**src/inc/slu_params.svh**
```systemverilog
// Summary of operation
// - Lane count is a build choice, 1 to 24.
// - Lanes 2 or 4 bytes; width lanes times bytes.
// - 2-byte lanes clock twice 4-byte lanes.
// - Full duplex, transmit, receive or both simplex.
// - Completion mode idles wait for frame end.
// - Immediate mode idles start at once.
// - Rate request, acknowledge and 4-bit idle count.
// - Receiver throttles partner with rate messages.
// - Priority message request, acknowledge and length.
// - After acknowledge, ready drops; message words follow.
// - Received priority message delivered as frame.
// - Streaming builds lack priority and rate control.
// - Streaming is one endless frame, valid-qualified.
// - Framed receive strips control and realigns words.
// - Compensation request halts data, sends sequences.
// - Warning keeps messages and compensation apart.
// - Same clock both ends: compensation request low.
// - Compensation interface only in transmitting builds.
// - Simplex keeps only its direction's ports.
// - Reset, loopback, power-down controls; status outputs.
// - Idles fill gaps when no data.
// - Errors reset the channel and retry.
`ifndef SLU_PARAMS_SVH
`define SLU_PARAMS_SVH
`define SLU_LANES 2
`define SLU_LANE_BYTES 2
`define SLU_DATA_W (`SLU_LANES * `SLU_LANE_BYTES * 8)
`define SLU_IDLE_W 4
`define SLU_MSG_W 3
`define SLU_ERR_LIMIT 4'hF
`define SLU_INIT_CYCLES 8'h10
`define SLU_BUF_DEPTH 2
`endif

```
**src/inc/slu_pkg.sv**
```systemverilog
package slu_pkg;
    // Word kinds carried on the modeled link.
    typedef enum logic [2:0] {
        SLU_K_IDLE, SLU_K_DATA, SLU_K_LAST, SLU_K_COMP, SLU_K_RATE, SLU_K_MSG,
        SLU_K_INIT
    } slu_kind_t;
    // Build direction of the transmitting end.
    typedef enum logic [1:0] {
        SLU_DIR_FULL, SLU_DIR_TX, SLU_DIR_RX, SLU_DIR_BOTH
    } slu_dir_t;
    // Transmit states.
    typedef enum logic [1:0] {
        SLU_TX_INIT, SLU_TX_RUN, SLU_TX_MSG
    } slu_tx_state_t;
endpackage

```
**src/inc/slu_link_if.sv**
```systemverilog
`timescale 1ns/1ps
`include "slu_params.svh"
interface slu_link_if;
    // Forward lane: kind and word from transmitter.
    logic [2:0] fwdKind;
    logic [`SLU_DATA_W-1:0] fwdWord;
    logic fwdErr;
    // Back lane: rate messages from receiver to transmitter.
    logic backRate;
    logic [`SLU_IDLE_W-1:0] backIdles;
    modport tx_end (output fwdKind, output fwdWord, output fwdErr,
                    input backRate, input backIdles);
    modport rx_end (input fwdKind, input fwdWord, input fwdErr,
                    output backRate, output backIdles);
endinterface

```
**src/design/slu_tx_end.sv**
```systemverilog
`timescale 1ns/1ps
`include "slu_params.svh"
module slu_tx_end #(
    parameter bit STREAMING = 1'b0,
    parameter bit RATE_IMMEDIATE = 1'b0
) (
    // Clock and reset; the user clock rate follows the lane width.
    input wire logic ref_clk,
    input wire logic rst_b,
    // Channel controls and status.
    input wire logic loopback,
    input wire logic powerDown,
    output logic channelUp,
    // User data port.
    input wire logic [`SLU_DATA_W-1:0] txData,
    input wire logic txValid,
    input wire logic txLast,
    output logic txReady,
    // Priority message request.
    input wire logic msgReq,
    input wire logic [`SLU_MSG_W-1:0] msgLen,
    output logic msgAck,
    // Clock compensation, only on the transmitting end.
    input wire logic clock_comp_request,
    input wire logic clock_comp_warning,
    // Link toward the receiving end, which may be built alone.
    slu_link_if.tx_end link
);
    // Two-entry buffer storage: each entry keeps the end flag above the
    // word, so that a stall on the link side loses nothing.
    logic [`SLU_DATA_W:0] bufMem [0:1];
    // Write and read pointers of the buffer.
    logic wrPtr, rdPtr;
    // Number of entries held, zero to two.
    logic [1:0] bufCount;
    // Transmit control state.
    slu_pkg::slu_tx_state_t state;
    // Training word counter after reset or power-down.
    logic [7:0] initCnt;
    // Idle cycles still to be forced onto the link.
    logic [`SLU_IDLE_W-1:0] idleCnt;
    // Idle count of the last rate message, waiting to be applied.
    logic [`SLU_IDLE_W-1:0] pendIdles;
    // A rate message has arrived and its idles have not started.
    logic ratePend;
    // A frame has started and its last word is not yet sent.
    logic inFrame;
    // Priority message words still to come, less one.
    logic [`SLU_MSG_W-1:0] msgLeft;
    // Back lane rate flag through a short register chain; only the
    // edge detector reads the third stage.
    logic rateS1, rateS2, rateS3;
    // Kind and word chosen for the next link cycle.
    logic [2:0] nextKind;
    logic [`SLU_DATA_W-1:0] nextWord;
    // Buffer fill decode.
    wire bufFull = (bufCount == 2'h2);
    wire bufEmpty = (bufCount == 2'h0);
    // The channel runs once training is over and power is on.
    wire runUp = (state != slu_pkg::SLU_TX_INIT) && !powerDown;
    // One-cycle pulse at the rising edge of the delayed rate flag.
    wire rateEvt = rateS2 && !rateS3;
    // Rate control exists only with the framing interface.
    wire rateOk = !STREAMING;
    // Start the requested idles: at once in immediate mode, otherwise
    // only between frames.
    wire holdForRate = rateOk && ratePend &&
        (RATE_IMMEDIATE || !inFrame);
    // Forced idles hold back the data path.
    wire idling = holdForRate || (idleCnt != 4'h0);
    // A compensation request wins over every other kind of word once the channel runs.
    wire sendComp = clock_comp_request && runUp;
    // The message state steers the data port to the message path.
    wire inMsg = (state == slu_pkg::SLU_TX_MSG);
    // A buffered word leaves when nothing of higher priority is due.
    wire drain = runUp && !sendComp && !idling && !bufEmpty && !inMsg;
    // A message starts only between frames and never under the warning,
    // so that it cannot meet a compensation sequence.
    wire msgGo = runUp && msgReq && !STREAMING && !clock_comp_warning &&
        (state == slu_pkg::SLU_TX_RUN) && !inFrame;
    // Message words are taken straight from the data port.
    wire msgWord = inMsg && txValid && !sendComp;
    // A data word is accepted where valid and ready meet.
    wire push = txValid && txReady;
    // Ready drops at the acknowledge and stays low through the message.
    assign txReady = runUp && !bufFull && !inMsg && !msgAck;
    // Channel status is the running state itself.
    assign channelUp = runUp;
    // Select what goes on the link next.
    always_comb begin
        nextKind = slu_pkg::SLU_K_IDLE;
        nextWord = '0;
        if (!runUp) begin
            nextKind = slu_pkg::SLU_K_INIT;
        end else if (sendComp) begin
            nextKind = slu_pkg::SLU_K_COMP;
        end else if (msgWord) begin
            nextKind = slu_pkg::SLU_K_MSG;
            nextWord = txData;
        end else if (drain) begin
            nextKind = (bufMem[rdPtr][`SLU_DATA_W] && !STREAMING) ?
                slu_pkg::SLU_K_LAST : slu_pkg::SLU_K_DATA;
            nextWord = bufMem[rdPtr][`SLU_DATA_W-1:0];
        end
    end
    // Synchronise the back lane rate flag.
    always_ff @(posedge ref_clk or negedge rst_b) begin
        if (!rst_b) begin
            rateS1 <= 1'b0;
            rateS2 <= 1'b0;
            rateS3 <= 1'b0;
        end else begin
            rateS1 <= link.backRate;
            rateS2 <= rateS1;
            rateS3 <= rateS2;
        end
    end
    // Buffer write and read.
    always_ff @(posedge ref_clk or negedge rst_b) begin
        if (!rst_b) begin
            wrPtr <= 1'b0;
            rdPtr <= 1'b0;
            bufCount <= 2'h0;
            bufMem[0] <= '0;
            bufMem[1] <= '0;
        end else begin
            if (push) begin
                bufMem[wrPtr] <= {txLast, txData};
                wrPtr <= ~wrPtr;
            end
            if (drain) begin
                rdPtr <= ~rdPtr;
            end
            bufCount <= bufCount + {1'b0, push} - {1'b0, drain};
        end
    end
    // Channel state, idle insertion and priority messages.
    always_ff @(posedge ref_clk or negedge rst_b) begin
        if (!rst_b) begin
            state <= slu_pkg::SLU_TX_INIT;
            initCnt <= 8'h00;
            idleCnt <= 4'h0;
            pendIdles <= 4'h0;
            ratePend <= 1'b0;
            inFrame <= 1'b0;
            msgAck <= 1'b0;
            msgLeft <= 3'h0;
        end else begin
            // The acknowledge follows the start decision by one cycle.
            msgAck <= msgGo;
            if (rateEvt && rateOk) begin
                ratePend <= 1'b1;
                pendIdles <= link.backIdles;
            end else if (holdForRate) begin
                ratePend <= 1'b0;
                idleCnt <= pendIdles;
            end else if (idleCnt != 4'h0 && !sendComp) begin
                idleCnt <= idleCnt - 4'h1;
            end
            if (drain) begin
                inFrame <= !bufMem[rdPtr][`SLU_DATA_W] || STREAMING;
            end
            // Training, running and message states.
            case (state)
                slu_pkg::SLU_TX_INIT: begin
                    if (!powerDown && !loopback) begin
                        initCnt <= initCnt + 8'h01;
                    end
                    if (initCnt == `SLU_INIT_CYCLES) begin
                        state <= slu_pkg::SLU_TX_RUN;
                    end
                end
                slu_pkg::SLU_TX_RUN: begin
                    if (msgGo) begin
                        state <= slu_pkg::SLU_TX_MSG;
                        msgLeft <= msgLen;
                    end
                end
                slu_pkg::SLU_TX_MSG: begin
                    if (msgWord) begin
                        msgLeft <= msgLeft - 3'h1;
                        if (msgLeft == 3'h0) begin
                            state <= slu_pkg::SLU_TX_RUN;
                        end
                    end
                end
                default: begin
                    state <= slu_pkg::SLU_TX_INIT;
                end
            endcase
            // Power-down returns the channel to training at once.
            if (powerDown) begin
                state <= slu_pkg::SLU_TX_INIT;
                initCnt <= 8'h00;
            end
        end
    end
    // Register the link outputs.
    always_ff @(posedge ref_clk or negedge rst_b) begin
        if (!rst_b) begin
            link.fwdKind <= slu_pkg::SLU_K_INIT;
            link.fwdWord <= '0;
            link.fwdErr <= 1'b0;
        end else begin
            link.fwdKind <= nextKind;
            link.fwdWord <= nextWord;
            link.fwdErr <= 1'b0;
        end
    end
endmodule

```
**src/flat_wrapper.sv**
```systemverilog
// flat-port wrapper written by rule: the top's interface ports become plain ports
module slu_tx_end_flat 
#(
    parameter bit STREAMING = 1'b0,
    parameter bit RATE_IMMEDIATE = 1'b0
)
  (ref_clk, rst_b, loopback, powerDown, channelUp, txData, txValid, txLast, txReady, msgReq, msgLen, msgAck, clock_comp_request, clock_comp_warning, link_fwdKind, link_fwdWord, link_fwdErr, link_backRate, link_backIdles);
  slu_link_if link_i ();
  input wire logic ref_clk;
  input wire logic rst_b;
  input wire logic loopback;
  input wire logic powerDown;
  output logic channelUp;
  input wire logic [`SLU_DATA_W-1:0] txData;
  input wire logic txValid;
  input wire logic txLast;
  output logic txReady;
  input wire logic msgReq;
  input wire logic [`SLU_MSG_W-1:0] msgLen;
  output logic msgAck;
  input wire logic clock_comp_request;
  input wire logic clock_comp_warning;
  output wire logic [$bits(link_i.fwdKind)-1:0] link_fwdKind;
  output wire logic [$bits(link_i.fwdWord)-1:0] link_fwdWord;
  output wire logic [$bits(link_i.fwdErr)-1:0] link_fwdErr;
  input wire logic [$bits(link_i.backRate)-1:0] link_backRate;
  input wire logic [$bits(link_i.backIdles)-1:0] link_backIdles;
  assign link_fwdKind = link_i.fwdKind;
  assign link_fwdWord = link_i.fwdWord;
  assign link_fwdErr = link_i.fwdErr;
  assign link_i.backRate = link_backRate;
  assign link_i.backIdles = link_backIdles;
  slu_tx_end #(.STREAMING(STREAMING), .RATE_IMMEDIATE(RATE_IMMEDIATE)) u_core (.ref_clk(ref_clk), .rst_b(rst_b), .loopback(loopback), .powerDown(powerDown), .channelUp(channelUp), .txData(txData), .txValid(txValid), .txLast(txLast), .txReady(txReady), .msgReq(msgReq), .msgLen(msgLen), .msgAck(msgAck), .clock_comp_request(clock_comp_request), .clock_comp_warning(clock_comp_warning), .link(link_i));
endmodule
```
**config.mk**
```make
export PLATFORM = sky130hd
export DESIGN_NAME = slu_tx_end_flat
export DESIGN_NICKNAME = d
export VERILOG_FILES = /design/src/inc/slu_pkg.sv /design/src/inc/slu_link_if.sv /design/src/design/slu_tx_end.sv /design/src/flat_wrapper.sv
export VERILOG_INCLUDE_DIRS = /design/src /design/src/inc
export SDC_FILE = /design/constraint.sdc
export NUM_CORES = 1
export LEC_CHECK = 0
export BUFFER_PORTS_ARGS = -buffer_cell sky130_fd_sc_hd__buf_4
export CAP_MARGIN = 20
export CORE_MARGIN = 2
export CORE_UTILIZATION = 55
export CTS_CLUSTER_DIAMETER = 30
export DETAILED_ROUTE_END_ITERATION = 7
export PLACE_DENSITY = 0.77
export SYNTH_ARGS = -nofsm -noshare
export SYNTH_HDL_FRONTEND = slang
export SYNTH_SLANG_ARGS = --single-unit
export TNS_END_PERCENT = 100
```
**constraint.sdc**
```tcl
create_clock -name ref_clk -period 4 [get_ports ref_clk]
set_input_delay 1 -clock ref_clk [delete_from_list [all_inputs] [get_ports ref_clk]]
set_output_delay 1 -clock ref_clk [all_outputs]
set_load 0.02 [all_outputs]
```
# ---- Word-level counts from Yosys, hierarchy flattened
# Cells that the tools add are included.
dict set report totals {
  elab_cells 120
  inputBits 49
  out_inout_bits 39
  regBits 132
}
dict set report op_classes {
  muxes 31
  add_sub_neg 5
  eq_ne 10
  reduce_logical 48
  bitwise 5
  n_lt_le_gt_ge 3
}
# operator n
set ops {}
lappend ops {{two-way mux 33 bit} 4}
lappend ops {{two-way mux 32 bit} 4}
lappend ops {{bitwise mux 66 bit} 1}
lappend ops {{demux 33 bit (select 1 bit)} 1}
lappend ops {{two-way mux 8 bit} 3}
lappend ops {{logical AND 1 bit} 21}
lappend ops {{two-way mux 3 bit} 6}
lappend ops {{zero test 1 bit} 12}
lappend ops {{two-way mux 2 bit} 6}
lappend ops {{nonzero test 2 bit} 6}
lappend ops {{adder 8 x 1 -> 8 bit, second input constant} 1}
lappend ops {{== test 8 x 5 -> 1 bit, second input constant} 1}
lappend ops {{two-way mux 4 bit} 2}
lappend ops {{inequality test 3 x 2 -> 1 bit, second input constant} 2}
lappend ops {{inequality test 3 bit, second input constant} 2}
lappend ops {{case mux 2 bit (3 select lines)} 1}
lappend ops {{case mux 3 bit (2 select lines)} 1}
lappend ops {{== test 2 bit, second input constant} 2}
lappend ops {{>= comparator 2 bit, second input constant} 2}
lappend ops {{zero test 2 bit} 2}
lappend ops {{inverter 1 -> 2 bit} 2}
lappend ops {{AND reduction 2 bit} 2}
lappend ops {{AND reduction 4 bit} 1}
lappend ops {{nonzero test 4 bit} 1}
lappend ops {{other kinds (13)} 16}

# ---- Longest topological paths before layout
# Gate-level depths: netlist of run 1.
dict set report depth {
  word_depth 12
  depth_mapped 9
  ltp_nobuf 7
}

# ---- Worst setup path after synthesis of run 1
# No wires, ideal clock.
dict set report synth_path {
  path_kind {input port to flip-flop}
  start {input port powerDown}
  end {register u_core.bufCount[1]}
  slack_ns 1.208
  cell_stages 8
  arrival_ns 2.670
  t_required_ns 3.878
  path_cell_list {buf_6 > or3_1 > buf_6 > or4_4 > buf_6 > xnor2_1 > ha_1 > xnor2_1}
}
dict set report synth_between {
  elab_chain_cells 9
  word_cells_on_any_way 14
  classes_between {add/sub: 2; reduce/logical: 12}
}
# element line_no
set synth_lines {}
lappend synth_lines {{from (decl)} flat_wrapper.sv:12} ;# input wire logic powerDown;
lappend synth_lines {{zero test 1 bit *} slu_tx_end.sv:60} ;# wire runUp = (state != slu_pkg::SLU_TX_INIT) && !powerDown;
lappend synth_lines {{logical AND 1 bit *} slu_tx_end.sv:60}
lappend synth_lines {{branches (longest 6 deep; another with adder 2 x 1 -> 2 bit)} --}
lappend synth_lines {{subtractor 2 x 1 -> 2 bit *} slu_tx_end.sv:134} ;# bufCount <= bufCount + {1'b0, push} - {1'b0, drain};
lappend synth_lines {{to (signal assigned)} slu_tx_end.sv:134}
lappend synth_lines {{to (decl)} slu_tx_end.sv:35} ;# logic [1:0] bufCount;
# Mark *: on every way between the ends.
# A chain may end at the register's enable or synchronous reset.

# ---- Worst setup path after layout of run 1
dict set report layout_path {
  start {register u_core.state[0]}
  end {output port txReady}
}
dict set report layout_between {
  elab_chain_cells 5
  word_cells_on_any_way 7
  classes_between {eq/ne: 1; reduce/logical: 6}
}
# element line_no
set layout_lines {}
lappend layout_lines {{from (decl)} slu_tx_end.sv:37} ;# slu_pkg::slu_tx_state_t state;
lappend layout_lines {{from (signal assigned)} slu_tx_end.sv:140} ;# state <= slu_pkg::SLU_TX_INIT;
lappend layout_lines {{from (signal assigned)} slu_tx_end.sv:170} ;# state <= slu_pkg::SLU_TX_RUN;
lappend layout_lines {{from (signal assigned)} slu_tx_end.sv:175} ;# state <= slu_pkg::SLU_TX_MSG;
lappend layout_lines {{nonzero test 2 bit} slu_tx_end.sv:60}
lappend layout_lines {{logical AND 1 bit} slu_tx_end.sv:60}
lappend layout_lines {{logical AND 1 bit} slu_tx_end.sv:86} ;# assign txReady = runUp && !bufFull && !inMsg && !msgAck;
lappend layout_lines {{logical AND 1 bit * (2 in a row)} slu_tx_end.sv:86}
lappend layout_lines {{to (decl)} flat_wrapper.sv:17} ;# output logic txReady;
# Mark *: on every way between the ends. The rest lies on a longest branch, timed or not.

==> qor.yml, run 1 <==
status: "complete, no violations"
place_hpwl_um: 7708
placementRows: 37
end_kind: "primary output"
post-route-period-util_pct: 75.36
ys_top_cells_by_area: "dfrtp_1, mux2_1, a22oi_1, mux2_2, nor2_1"
power-per-cell-area_nw_per_um2: 592.5
hold_buffers: 0
synth_most_common_cell: "dfrtp_1"
maxSlewHeadroom_pct: 32.80
dr.first_iter.drc_count: 205
placed_area_um2: 6531
grt_pass1_wl_um: 19810
n_antenna_cell: 0
syn2layout_area_growth_pct: 22.84
die_w_um: 106.8
p_leak_nw: 3.453
antenna_found_initial: 0
synth_seq_cells: 132
ant_nets: 0
hold_viol: 0
drv_slew: 0
synth_top_area_share_pct: 56.02
totalPowerFinal_mw: 4.227
design_area_um2: 7133
via_per_inst: 5.551
synthAdderAreaFrac_pct: 2.155
fill_cells: 759
path_class: "reg2out"
io_pins: 88
hold_class: "reg2reg"
htree_levels: 4
dp_slack_ns: 0.8880
vias: 3841
start_util_pct: 56.50
drc: 0
ctsRootBufferMaster: "clkbuf_8"
peakVddDrop_mv: 0.3789
post_cts_resized: 0
grt_usage_pct: 22.69
synthXorXnorAreaFrac_pct: 1.659
yosysUniqueCellTypes: 47
setup_ws_ns: 0.9855
start_kind: "flop"
cts_sinks: 132
postSynthCellCount: 462
synth_simple_gate_area_share_pct: 8.511
synth_compound_area_share_pct: 7.283
synth_top_family_by_area: "multiplexers"
die_area_um2: 11400
gp_congestion: 0.8001
yosysWarnings: 0
syn_avg_cell_area_um2: 12.57
wl_per_cell_um: 17.36
synth_ff_type: "dfrtp_1"
crit_fanout: 8
core_um2: 10280
fin_nets: 602
grt_pass1_vias: 4071
setup_violations: 0
cts_setup_buffers: 0
numCtsBuffers: 17
async_flop_share_pct: 100.0
tns_ns: 0
yosysTopAreaCell: "dfrtp_1"
dr.pass1.iters: 4
period_minus_slack_ns: 3.014
ys_seq_area_share_pct: 56.93
port_buffers: 86
gr-total-overflow: 0
insertion_delay_ns: 0.52
cp.required_ns: 3.00
arrival_ns: 2.01
clock_path_buffers: 2
syn_area_um2: 5807
synth.area.mux_share_pct: 20.10
cap_violations: 0
synth_enable_flop_cells: 0
wirelength_um: 12020
rsz0062_at_grt: "false"
postLayoutCoreUtil_pct: 69.41
worst_pin_slew_ns: 1.006
drive_above_1_share_pct: 27.16
synth_common_cells: "dfrtp_1, mux2_1, nor2_1, a22oi_1, nand2_1"
timing.fmax_mhz: 331.7
syn_nets: 521
dieHeight_um: 106.8
grt_max_degree: 52
cts_tree: "yes"
path_clk_slew_ns: 0.06
finClkSkew_ns: 0.005605
[through the flow]
stage                     hold slack [ns]  instances
after global placement             0.3372        660
after floorplan                    0.3312        462
after global routing               0.3765        692
after CTS                          0.3535        692
after detailed placement           0.3403        660
final                              0.3523        692
[cell families (layout without fill, tap and decap cells)]
family                     after synthesis  count (layout)
xor gates and xnor gates                11              11
buffers and inverters                   41             135
muxes                                  104             104
DFF                                    132             132
adders and majority gates               10              10
other                                    1               1
and+or+nand+nor                        105             105
AOI/OAI and AO/OA                       58              58
[worst max-delay path: stages, from the launching register on]
cell     delay, ns
dfrtp_1       0.39
inv_1         0.09
ha_1          0.27
nor2_2        0.32
and3_1        0.27
buf_4         0.16
[per-layer routing]
| metal | part of all wire (%) | track usage (%) |
|---|---|---|
| met2 | 51 | 37.94 |
| met1 | 43 | 28.75 |
| met3 | 4.6 | 6.444 |
| met4 | 1.4 | 7.143 |
| met5 | 0 | 0 |
[state kept, by name (all words and copies together) (netlist names), 2 cells and up]
signal               cells
u_core.bufCount          2
u_core.bufMem           66
u_core.idleCnt           4
u_core.initCnt           8
u_core.link.fwdKind      3
u_core.link.fwdWord     32
u_core.msgLeft           3
u_core.pendIdles         4
u_core.state             2
[layout by cell type (no fill, tap or decap), types with 5 or more instances in the layout]
cell	instances
mux2_1	82
xnor2_1	5
clkbuf_8	5
nor3_1	5
ha_1	10
buf_4	91
mux2_2	19
nor2_1	53
a22oi_1	32
a21oi_1	5
xor2_1	6
dfrtp_1	129
clkbuf_16	16
inv_1	12
nand2_1	21
[where the power goes]
group / switching, mW / internal, mW
Sequential: 0.222 / 1.66
Clock: 0.545 / 1.01
Combinational: 0.351 / 0.434
Total: 1.12 / 3.11
[final cells by class]
type	count	area, um2	area share [%]
tap	136	170.2	2.386
inverter	12	45.04	0.6315
clock inverter	9	125.1	1.754
timing repair buffer	91	683.2	9.577
clock buffer	23	476.7	6.683
multi-input combinational	289	2326	32.61
sequential	132	3307	46.36
[path summary, 6_finish.rpt]
kind                                 start                end  slack, ns  cells past startpoint
setup / recovery           u_core.state[0]            txReady       0.99                      5
hold / removal               u_core.rateS1      u_core.rateS2       0.35                      0
min in group asynchronous            rst_b  u_core.bufMem[63]       0.50                      1
max in group asynchronous            rst_b  u_core.idleCnt[0]       2.53                      2
setup reg to reg           u_core.state[0]  u_core.bufMem[20]       1.29                      6
hold reg to reg              u_core.rateS1      u_core.rateS2       0.35                      0
Power figures use the tool's default switching activity.
==> run 2, diff against run 1 <==
Clock period 4 ns to 2.8 ns, I/O delays scaled along.
==> run 2 against run 1 <==
Compared with the run above:
- total power increased by 38%
- sequential power grew 42%
- final cell count up 0.14%
- design area down 0.11%
- routed wire length fell by 2.0%
- hold slack worse by 0.23 ns
- flip-flop and latch count unchanged
- register-to-register slack lost 0.83 ns
- critical path depth unchanged
- die area stayed put
- first-iteration DRC count decreased by 20%
- clock power grew 31%
- critical endpoint unchanged
- highest routed layer unchanged
==> qor.yml, run 2 (synthesis gave the netlist of run 1 again) <==
placementRows: 37
n_antenna_cell: 0
combPwrFrac_pct: 19.1
placed_area_um2: 6581
place_hpwl_um: 7608
cts_sinks: 132
grt_max_degree: 59
fin_cells: 693
p_leak_nw: 3.454
power-per-cell-area_nw_per_um2: 820.4
cellInternalPower_mw: 4.316
period_minus_slack_ns: 2.480
crit_chain: "inv_1 > ha_1 > nor2_2 > and3_1 > buf_4"
pwr-share-seq_pct: 46.0
die_area_um2: 11400
dieHeight_um: 106.8
netSwitchingFraction_pct: 26.17
crit_family: "simple AND/OR/NAND/NOR gates"
worst_pin_slew_ns: 0.8751
cap_violations: 0
insertion_delay_ns: 0.51
finClkSkew_ns: 0.006425
design_area_um2: 7126
grt_usage_pct: 22.51
peakVddDrop_mv: 0.4023
max_flop_register: "u_core.bufMem"
post_cts_resized: 0
clock_path_buffers: 2
htree_levels: 4
hold_viol: 0
post-route-period-util_pct: 88.56
final_common_cell: "dfrtp_1"
wl_per_cell_um: 16.99
numCtsBuffers: 17
grt_pass1_wl_um: 19700
setup_violations: 0
tns_ns: 0
crit_fanout: 5
cp_num_buf_inv: 2
p_switching_mw: 1.530
path_class: "reg2out"
largest_reg_flops: 66
via_per_inst: 5.483
top_regs: "u_core.bufMem x66, u_core.link.fwdWord x32, u_core.initCnt x8"
vias: 3800
dp.cells: 665
ant_nets: 0
dr.pass1.iters: 4
slowest_delay_ns: 0.36
hold_buffers: 0
cts_setup_buffers: 0
setup_ws_ns: 0.3204
drv_slew: 0
syn2layout_area_growth_pct: 22.71
maxSlewHeadroom_pct: 41.66
gr-total-overflow: 0
dr.first_iter.drc_count: 165
layout_common_cells: "dfrtp_1, buf_4, mux2_1, nor2_1, a22oi_1"
slowest_stage: "dfrtp_1"
totalPowerFinal_mw: 5.846
fin_nets: 607
core_um2: 10280
end_kind: "primary output"
arrival_ns: 1.78
grt_pass1_vias: 4029
port_buffers: 86
start_util_pct: 56.50
dp_slack_ns: 0.3306
rsz0062_at_grt: "false"
gp_congestion: 0.8528
start_kind: "flop"
cp.required_ns: 2.10
die_w_um: 106.8
antenna_found_initial: 0
hold_class: "in2async"
drive_above_1_share_pct: 27.11
ctsRootBufferMaster: "clkbuf_8"
status: "complete, no violations"
timing.fmax_mhz: 403.3
path_clk_slew_ns: 0.05
io_pins: 88
cts_tree: "yes"
drc: 0
wirelength_um: 11770
clkPwrFrac_pct: 34.9
## run 2: per-stage QoR
stage | util, % | hold WS [ns]
2_1_floorplan | - | 0.3312
3_3_place_gp | 64.04 | 0.3377
3_5_place_dp | 64.04 | 0.3459
4_1_cts | 69.33 | 0.1223
5_1_grt | 69.33 | 0.1400
6_report | 69.33 | 0.1247
## run 2: power by group through the flow
stage | sequential, mW | clock, mW | combinational (mW)
after global routing | 2.75 | 2.17 | 1.26
after global placement | 2.67 | 0 | 1.06
final | 2.69 | 2.04 | 1.12
after floorplan | 2.58 | 0 | 0.882
after detailed placement | 2.71 | 0 | 1.12
after CTS | 2.69 | 2.08 | 1.14
## run 2: area by class of cell
type	count	area [um2]
repair buffers	96	733.2
flip-flops and latches	132	3307
multi-input cells	289	2326
well taps	136	170.2
fillers	771	3152
inverters	12	45.04
clock inverters	5	77.57
clock buffers	23	466.7
## run 2: worst paths after layout
check                                start                 endpoint  cells after the start  slack [ns]
max reg2reg                u_core.state[0]  u_core.link.fwdWord[17]                      8        0.46
min                                  rst_b  u_core.link.fwdWord[27]                      1        0.12
min in group ref_clk         link_backRate            u_core.rateS1                      1        0.29
min reg2reg                  u_core.rateS1            u_core.rateS2                      0        0.36
max in group asynchronous            rst_b   u_core.link.fwdKind[1]                      2        1.90
max                        u_core.state[0]                  txReady                      5        0.32
## run 2: per-layer routing
metal / up-vias / routed length [um] / GRT usage (%)
met5: - / 0 / 0
met4: 0 / 125 / 8.163
met3: 12 / 515 / 5.471
met2: 89 / 6028 / 38.13
met1: 1909 / 5105 / 28.25
li1: 1790 / - / -
